### config.mk
export PLATFORM = sky130hd
export DESIGN_NAME = pio_bank
export DESIGN_NICKNAME = d
export VERILOG_FILES = /design/src/core/pio_port.v /design/src/core/pio_bank.v
export VERILOG_INCLUDE_DIRS = /design/src /design/src/core
export SDC_FILE = /design/constraint.sdc
export NUM_CORES = 1
export LEC_CHECK = 0
export BUFFER_PORTS_ARGS = -buffer_cell sky130_fd_sc_hd__buf_2
export CORE_MARGIN = 2
export CORE_UTILIZATION = 32
export DETAILED_ROUTE_END_ITERATION = 12
export PLACE_DENSITY = 0.7
export RECOVER_POWER = 50
export SETUP_SLACK_MARGIN = 0.4
export SLEW_MARGIN = 5
export SYNTH_ARGS = -nofsm -noshare
export SYNTH_HDL_FRONTEND = slang
export SYNTH_SLANG_ARGS = --single-unit
### constraint.sdc
create_clock -name i_clk -period 4.1 [get_ports i_clk]
set_clock_uncertainty 0.1 [all_clocks]
set_input_delay 0.82 -clock i_clk [delete_from_list [all_inputs] [get_ports i_clk]]
set_output_delay 0.82 -clock i_clk [all_outputs]
set_load 0.1 [all_outputs]
### src/core/pio_defs.vh
// Constants for the programmable I/O port bank
`ifndef PIO_DEFS_VH
`define PIO_DEFS_VH

// ----------------------------------------
// Port selects and implemented-bit masks
// ----------------------------------------
`define PIO_NPORTS 5
`define PIO_PORT0 3'h0
`define PIO_PORT1 3'h1
`define PIO_PORT2 3'h2
`define PIO_PORT3 3'h3
`define PIO_PORT4 3'h4
`define PIO_DIR_MASK0 8'h2f
`define PIO_DIR_MASK1 8'hff
`define PIO_DIR_MASK2 8'hff
`define PIO_DIR_MASK3 8'h38
`define PIO_DIR_MASK4 8'h20
`define PIO_DATA_MASK0 8'h2f
`define PIO_DATA_MASK1 8'hff
`define PIO_DATA_MASK2 8'hff
`define PIO_DATA_MASK3 8'h38
`define PIO_DATA_MASK4 8'he4

// ----------------------------------------
// Reset values and pull-up fields
// ----------------------------------------
`define PIO_DIR_RESET 8'h00
`define PIO_LATCH_RESET 8'h00
`define PIO_PU_RESET 8'h00
`define PIO_PU0_MASK 8'h3f
`define PIO_PU1_MASK 8'h07
// Pull-up control 0: one bit per group
`define PIO_PU0_P0LO 0
`define PIO_PU0_P0B5 1
`define PIO_PU0_P1LO 2
`define PIO_PU0_P1HI 3
`define PIO_PU0_P2LO 4
`define PIO_PU0_P2HI 5
// Pull-up control 1
`define PIO_PU1_P3B3 0
`define PIO_PU1_P3HI 1
`define PIO_PU1_P4B5 2

`endif

### src/core/pio_port.v
// One 8-bit port: direction, latch, read mux and pin drive
`timescale 1ns/1ps
`include "pio_defs.vh"
module pio_port #(
  parameter [7:0] DIR_MASK = 8'hff,
  parameter [7:0] DATA_MASK = 8'hff
) (
  input wire i_clk,
  input wire i_resetn,
  input wire i_dir_we,
  input wire i_data_we,
  input wire [7:0] i_wdata,
  input wire [7:0] i_pin_in,
  input wire [7:0] i_per_oe,
  input wire [7:0] i_per_out,
  input wire [7:0] i_pu_sel,
  output wire [7:0] o_dir,
  output wire [7:0] o_data_rd,
  output wire [7:0] o_pin_out,
  output wire [7:0] o_pin_oe_n,
  output wire [7:0] o_pullup
);
  reg [7:0] dir;
  reg [7:0] latch;
  wire [7:0] drive;

  always @(posedge i_clk)
  begin
    if (!i_resetn)
    begin
      dir <= `PIO_DIR_RESET;
      latch <= `PIO_LATCH_RESET;
    end
    else
    begin
      if (i_dir_we)
        dir <= i_wdata & DIR_MASK;
      if (i_data_we)
        latch <= i_wdata & DATA_MASK;
    end
  end

  assign o_dir = dir;
  // Input bits show the pin, output bits the latch
  assign o_data_rd = ((dir & latch) | (~dir & i_pin_in)) & DATA_MASK;
  // Peripheral output wins over the direction bit
  assign drive = (dir | (i_per_oe & DATA_MASK)) & DIR_MASK;
  assign o_pin_out = (i_per_oe & i_per_out) |
                     (~i_per_oe & latch & dir);
  assign o_pin_oe_n = ~drive;
  // Pull-up only while the pin is not driven
  assign o_pullup = i_pu_sel & ~drive & DIR_MASK;
endmodule

### src/core/pio_bank.v
// Programmable I/O port bank: five ports with write-protected port 0 direction
`timescale 1ns/1ps
module pio_bank (
  input wire i_clk,
  input wire i_resetn,
  input wire [2:0] i_port_sel,
  input wire i_dir_we,
  input wire i_data_we,
  input wire [7:0] i_wdata,
  input wire i_unlock_set,
  input wire i_insn_done,
  input wire i_pu0_we,
  input wire i_pu1_we,
  input wire [39:0] i_pin_in,
  input wire [39:0] i_per_oe,
  input wire [39:0] i_per_out,
  output reg [7:0] o_dir_rd,
  output reg [7:0] o_data_rd,
  output wire [7:0] o_pullup_control_0,
  output wire [7:0] o_pullup_control_1,
  output wire o_direction_write_unlock_bit,
  output wire [39:0] o_pin_out,
  output wire [39:0] o_pin_oe_n,
  output wire [39:0] o_pullup
);
`include "pio_defs.vh"

  // ----------------------------------------
  // Port 0 direction write protection
  // ----------------------------------------
  // Unlock lasts for the one instruction following the set
  reg unlock;
  reg unlock_armed;
  reg [7:0] pu0;
  reg [7:0] pu1;

  always @(posedge i_clk)
  begin
    if (!i_resetn)
    begin
      unlock <= 1'b0;
      unlock_armed <= 1'b0;
    end
    else if (i_unlock_set)
    begin
      unlock <= 1'b1;
      // Set instruction may end on this very edge
      unlock_armed <= i_insn_done;
    end
    else if (i_insn_done && unlock)
    begin
      // End of the set instruction arms; the next one closes the window
      if (unlock_armed)
        unlock <= 1'b0;
      unlock_armed <= ~unlock_armed;
    end
  end

  assign o_direction_write_unlock_bit = unlock;

  // ----------------------------------------
  // Pull-up control registers
  // ----------------------------------------
  always @(posedge i_clk)
  begin
    if (!i_resetn)
    begin
      pu0 <= `PIO_PU_RESET;
      pu1 <= `PIO_PU_RESET;
    end
    else
    begin
      if (i_pu0_we)
        pu0 <= i_wdata & `PIO_PU0_MASK;
      if (i_pu1_we)
        pu1 <= i_wdata & `PIO_PU1_MASK;
    end
  end

  assign o_pullup_control_0 = pu0;
  assign o_pullup_control_1 = pu1;

  // Expand grouped controls to per-pin selects
  wire [39:0] pu_sel;
  assign pu_sel[7:0] = {2'h0, pu0[`PIO_PU0_P0B5], 1'b0,
                        {4{pu0[`PIO_PU0_P0LO]}}};
  assign pu_sel[15:8] = {{4{pu0[`PIO_PU0_P1HI]}},
                         {4{pu0[`PIO_PU0_P1LO]}}};
  assign pu_sel[23:16] = {{4{pu0[`PIO_PU0_P2HI]}},
                          {4{pu0[`PIO_PU0_P2LO]}}};
  assign pu_sel[31:24] = {2'h0, {2{pu1[`PIO_PU1_P3HI]}},
                          pu1[`PIO_PU1_P3B3], 3'h0};
  assign pu_sel[39:32] = {2'h0, pu1[`PIO_PU1_P4B5], 5'h00};

  // ----------------------------------------
  // Port instances
  // ----------------------------------------
  wire [39:0] dir_all;
  wire [39:0] rd_all;
  wire p0_dir_ok;
  assign p0_dir_ok = unlock;

  genvar g;
  generate
    for (g = 0; g < `PIO_NPORTS; g = g + 1)
    begin : gen_port
      localparam [7:0] DM = (g == 0) ? `PIO_DIR_MASK0 :
                            (g == 1) ? `PIO_DIR_MASK1 :
                            (g == 2) ? `PIO_DIR_MASK2 :
                            (g == 3) ? `PIO_DIR_MASK3 : `PIO_DIR_MASK4;
      localparam [7:0] AM = (g == 0) ? `PIO_DATA_MASK0 :
                            (g == 1) ? `PIO_DATA_MASK1 :
                            (g == 2) ? `PIO_DATA_MASK2 :
                            (g == 3) ? `PIO_DATA_MASK3 : `PIO_DATA_MASK4;
      wire sel;
      wire dir_we;
      assign sel = ({29'h0, i_port_sel} == g);
      // Port 0 direction ignores writes while locked
      assign dir_we = i_dir_we && sel && ((g != 0) || p0_dir_ok);
      pio_port #(
        .DIR_MASK(DM),
        .DATA_MASK(AM)
      ) u_port (
        .i_clk(i_clk),
        .i_resetn(i_resetn),
        .i_dir_we(dir_we),
        .i_data_we(i_data_we && sel),
        .i_wdata(i_wdata),
        .i_pin_in(i_pin_in[g*8 +: 8]),
        .i_per_oe(i_per_oe[g*8 +: 8]),
        .i_per_out(i_per_out[g*8 +: 8]),
        .i_pu_sel(pu_sel[g*8 +: 8]),
        .o_dir(dir_all[g*8 +: 8]),
        .o_data_rd(rd_all[g*8 +: 8]),
        .o_pin_out(o_pin_out[g*8 +: 8]),
        .o_pin_oe_n(o_pin_oe_n[g*8 +: 8]),
        .o_pullup(o_pullup[g*8 +: 8])
      );
    end
  endgenerate

  // ----------------------------------------
  // Read mux
  // ----------------------------------------
  always @*
  begin
    case (i_port_sel)
      `PIO_PORT0:
      begin
        o_dir_rd = dir_all[7:0];
        o_data_rd = rd_all[7:0];
      end
      `PIO_PORT1:
      begin
        o_dir_rd = dir_all[15:8];
        o_data_rd = rd_all[15:8];
      end
      `PIO_PORT2:
      begin
        o_dir_rd = dir_all[23:16];
        o_data_rd = rd_all[23:16];
      end
      `PIO_PORT3:
      begin
        o_dir_rd = dir_all[31:24];
        o_data_rd = rd_all[31:24];
      end
      `PIO_PORT4:
      begin
        o_dir_rd = dir_all[39:32];
        o_data_rd = rd_all[39:32];
      end
      default:
      begin
        // Unmapped port reads zero
        o_dir_rd = 8'h00;
        o_data_rd = 8'h00;
      end
    endcase
  end
endmodule

Word level (Yosys, flattened, before mapping)
Cells that the tools add are included.

Eq/ne operators: 4. Multiplexer cells: 7. Bitwise operators: 61. Reduce and logical (&&, ||, !) cells: 16.

Operators with widths (count): $and 8x8->8 (17); $or 8x8->8 (10); $pmux 8 s5 (2); $not 8->8 (9); $and 6x6->6 (7); $and 8x6->8 (5); $not 6->8 (4); $or 6x6->6 (5); $logic_and 1x1->1 (12); $not 6->6 (2); $and 6x8->8 (1); $eq 3x2->1 const B (2); $mux 1 (5); $reduce_bool 2->1 (2); $eq 3x1->1 const B (1); $eq 3x3->1 const B (1); $logic_not 3->1 (1); $reduce_and 2->1 (1); $not 1->1 (1).

Flip-flop bits (word level): 64. Input bits: 139. Output and inout bits: 153. Word-level logic and storage cells: 102.

Depth between registers and ports, before layout
Depth after elaboration: 4. Mapped depth: 5. Mapped depth without buffers: 3.

Modules after synthesis
From an unflattened synthesis, not the netlist that was laid out.

Cell total of the unflattened synthesis: 558. Area, all modules: 4481.8 sq um.

Modules (own cells, without submodules): pio_port (gen_port[1].u_port ...) (times used 2, cells each 107, area an instance 858.3 sq um, sequential area each 320.3 sq um); pio_bank (times used 1, cells each 144, area an instance 1238.7 sq um, sequential area each 220.2 sq um); pio_port (gen_port[0].u_port) (times used 1, cells each 84, area an instance 658.1 sq um, sequential area each 200.2 sq um); pio_port (gen_port[3].u_port) (times used 1, cells each 66, area an instance 500.5 sq um, sequential area each 120.1 sq um); pio_port (gen_port[4].u_port) (times used 1, cells each 50, area an instance 367.9 sq um, sequential area each 40.0 sq um).

Least setup slack after synthesis
Ideal clock, no wire load.

Path kind: input-to-output. From: input port i_port_sel[0]. To: output port o_data_rd[7]. Arrival: 3.611 ns. Data required time: 3.180 ns. Setup slack: -0.431 ns. Stages: 5. Buffers on the path: 2. Cells stage by stage: buf_2 -> buf_2 -> nor2b_1 -> a22oi_1 -> o21ai_0.

Cells in the longest elaborated chain, start to end: 2. Elaborated cells on any way between the ends: 6. Those cells by class: eq/ne: 4; mux: 1; reduce/logical: 1.

RTL lines: start, declared (RTL line pio_bank.v:6) `input wire [2:0] i_port_sel,`; $eq 3x3->1, or another cell as far along (RTL line pio_bank.v:147) `case (i_port_sel)`; $pmux 8 s5 (*) (RTL line pio_bank.v:147); end, declared (RTL line pio_bank.v:18) `output reg [7:0] o_data_rd,`.

Every way passes the cells marked *; elsewhere a longest branch is shown, timed or not.

Worst setup path in the final report
From: input port i_port_sel[2]. To: output port o_data_rd[3].

Same word-level chain as after synthesis.

==> summary.md <==
| Metric | Value |
|---|---|
| Status | `finished, violations left` |
| Failing checks | `max-capacitance violations, max-slew violations` |
| Die span in x | `117 µm` |
| Worst path bufs/invs | `2` |
| Row count | `slightly above 40` |
| Share of layout cells above drive strength 1 | `37.2%` |
| Min Clock Period, post-route | `3.43 ns` |
| # Max-Cap Violations | `1` |
| Cells after Synth | `490` |
| Initial Util | `32.4%` |
| Starting DRC count in detailed routing | `184` |
| GRT Total Usage | `18.7%` |
| Core Region | `between 10000 and 15000 µm²` |
| Worst endpoint data arrival time | `around 2.5 ns` |
| Ys async rst share | `0%` |
| Hold Buf Count CTS | `0` |
| Clock sinks | `61` |
| Worst setup EP type | `output pin` |
| Critical path class | `in2out` |
| Die Y | `117 µm` |
| P_leak | `0.00255 µW` |
| Flip-flop and latch area | `1220 µm²` |
| Tightest Pin Transition | `2.16 ns` |
| Met3 wire length | `968 µm` |
| Final worst path period share | `83.6%` |
| CTS tree | `built` |
| Yosys reg bits | `61` |
| IO Count | `292` |
| Hold depth | `2` |
| Drt total wl | `13200 µm` |
| Commonest non-fill, non-tap cell in the layout | `buf_2` |
| Final Max Tran Viols | `62` |
| Peak VDD IR | `around 160 µV` |
| Antenna violations before repair | `0` |
| Primary FF master, synth | `dfxtp_1` |
| Setup TNS | `0 ns` |
| Syn_area_per_cell | `roughly 8.3 µm²` |
| Root Driver | `clkbuf_16` |
| Hold Fails Final Rpt | `0` |
| HP Class | `reg2reg` |
| Drc violations | `0` |
| Cell variety after synth | `37` |
| Hold endpoint | `gen_port[2].u_port.latch[4]` |
| Initial DRT Pass Iterations | `4` |
| Crit path setup slack, layout | `0.672 ns` |
| End of the worst register-to-register path | `gen_port[0].u_port.o_dir[5]` |
| GRT overflow | `0` |
| Slew headroom | `-44.0%` |
| Worst R2R Path Depth | `3` |
| Clock Power Share | `35.4%` |
| Pre-CTS setup slack | `between 0.6 and 0.7 ns` |
| Reg2reg setup slack | `2.93 ns` |
| Area grow syn2layout | `37.4%` |
| Largest net degree at the start of global routing | `62` |
| Fmax | `292 MHz` |
| Register share of total power | `27.6%` |
| CTS H-tree lvls | `3` |
| DR WL met2 | `6490 µm` |
| Top sig layer | `met4` |
| Clk slew on worst S/H paths | `about 0.05 ns` |
| Seq/Total Area, Yosys | `between 30% and 40%` |
| Comb power frac | `a little under two fifths` |
| Crit path from | `i_port_sel[2]` |
| Synth warn | `0` |
| First-pass GRT wire length | `~19000 µm` |
| Area of the multi-input gates | `2620 µm²` |
| Commonest cells after routing, fill and taps aside | `buf_2 (210), mux2i_1 (66), dfxtp_1 (61)` |
| HPWL Detailed | `slightly above 10000 µm` |
| Postcts setup bufs | `0` |
| Pint | `1300 µW` |
| Worst Setup Start Kind | `input port` |
| Routed metal-1 wirelength | `5670 µm` |
| Worst-Skew Late Latency | `0.32 ns` |
| Peak fanout along the critical path | `15` |
| Critical Path RT | `3.18 ns` |
| Via density | `approximately 4.5` |
| RSZ-0062 raised after global routing | `false` |
| Top area cells in the synthesized netlist | `dfxtp_1 (30%), mux2i_1 (16%), nor2b_1 (8.8%)` |
| Vias in the first global route | `3455` |
| Final Wtd Congestion | `0.757` |
| Top cell by count, worst path | `buf_2` |
| Worst path slowest cell | `or3b_1` |
| Count of input and output buffers | `242` |
| Worst R2R Start | `o_direction_write_unlock_bit` |
| Final #Nets | `855` |
| Post-cts sizing count | `0` |
| EDFF count, synth | `0` |
| Switching part of the total | `a little over two fifths` |
| Inserted Clock Buffers | `9` |
| Fillers | `1322` |
| Pwr dens | `410 nW/µm²` |
| Setup-failing EPs final | `0` |
| Via count | `3981` |
| Switching pwr | `987 µW` |
| Crit path cell chain | `buf_2 -> or3b_1 -> o22a_1 -> o221ai_1 -> buf_2` |
| Post-synth top area share | `30.1%` |
| Family with the most delay on the worst path | `buffers and inverters` |
| Synthesized area | `a little over 4000 µm²` |
| Post-detailed-route count of antenna-violating nets | `0` |
| Drt wl/cell | `14.8 µm` |
| Slowest stage delay, CP | `0.61 ns` |
| Synth area leader | `dfxtp_1` |
| Die Area | `13600 µm²` |
| Clk buf depth | `2` |
| Hold_sp | `gen_port[2].u_port.latch[4]` |
| Antenna cells | `0` |
==> per-stage QoR <==
step	total power [µW]	utilization, %	hold slack (ns)	instances	instance area, µm²
floorplan	1370	-	0.381	525	4260
global placement	1490	42.3	0.396	877	5300
detailed placement	1490	42.3	0.403	877	5300
CTS	2310	44.9	0.419	892	5620
global route	2370	44.5	0.440	892	5580
finish	2290	44.5	0.413	892	5580
==> worst reg2reg max path, cell delays in order, from the launching register on <==
cell      delay [ns]
dfxtp_1         0.51
nand2_1         0.18
o21ai_0         0.17
a21boi_0        0.10
==> cells in the mapped netlist (2+ instances only) <==
library cell	count
o21ai_0	35
nor2b_1	57
o221ai_1	2
nand4b_1	2
a2bb2oi_1	4
nor2_1	31
mux4_1	2
a21boi_0	8
nand2_1	56
o21a_1	2
o22ai_1	2
buf_2	4
conb_1	2
a22oi_1	5
and2_1	40
mux2i_1	66
nand4_1	5
buf_6	2
mux2_2	5
nand3b_1	2
dfxtp_1	61
buf_4	42
nand2b_1	9
clkbuf_1	17
inv_1	2
and3_1	2
or3_1	4
a21oi_1	10
and4bb_2	3
==> power groups by stage <==
stage	clock network (µW)	logic, µW	registers [µW]
after global placement	0	848	643
after CTS	825	852	631
final	809	846	631
after detailed placement	0	851	644
after floorplan	0	690	678
after global routing	853	883	634
==> worst max-delay path by stage <==
stage                   end  slack, ns  depth (start not counted)
2_1_floorplan  o_data_rd[2]       0.08                          4
3_3_place_gp   o_data_rd[5]       0.68                          5
3_5_place_dp   o_data_rd[5]       0.68                          5
4_1_cts        o_data_rd[5]       0.68                          5
5_1_grt        o_data_rd[5]       0.61                          5
6_report       o_data_rd[3]       0.67                          5
==> flip-flops by register name, indices dropped and copies added (netlist names) <==
name                          flops
gen_port.u_port.o_dir            25
gen_port.u_port.latch            25
unlock_armed                      1
o_direction_write_unlock_bit      1
o_pullup_control_0                6
o_pullup_control_1                3
==> area by class of cell <==
cell class              count  area share (%)
clock buffers              11            4.35
multi-input cells         397            47.0
flip-flops and latches     61            21.9
inverters                   2           0.135
well taps                 172            3.86
clock inverters             4            1.30
repair buffers            245            21.4
==> kinds of logic after synthesis <==
family	Yosys count	synth area share, %
other	2	0.185
buffers and inverters	67	10.6
DFF	61	30.1
and+or+nand+nor	217	29.8
AOI/OAI and AO/OA	70	10.4
muxes	73	19.0
==> routing by layer <==
metal	GRT usage (%)	vias up
met5	0	-
li1	-	2041
met1	24.6	1767
met3	4.05	6
met2	32.0	167
met4	3.06	0
(Power assumes the default switching activity.)
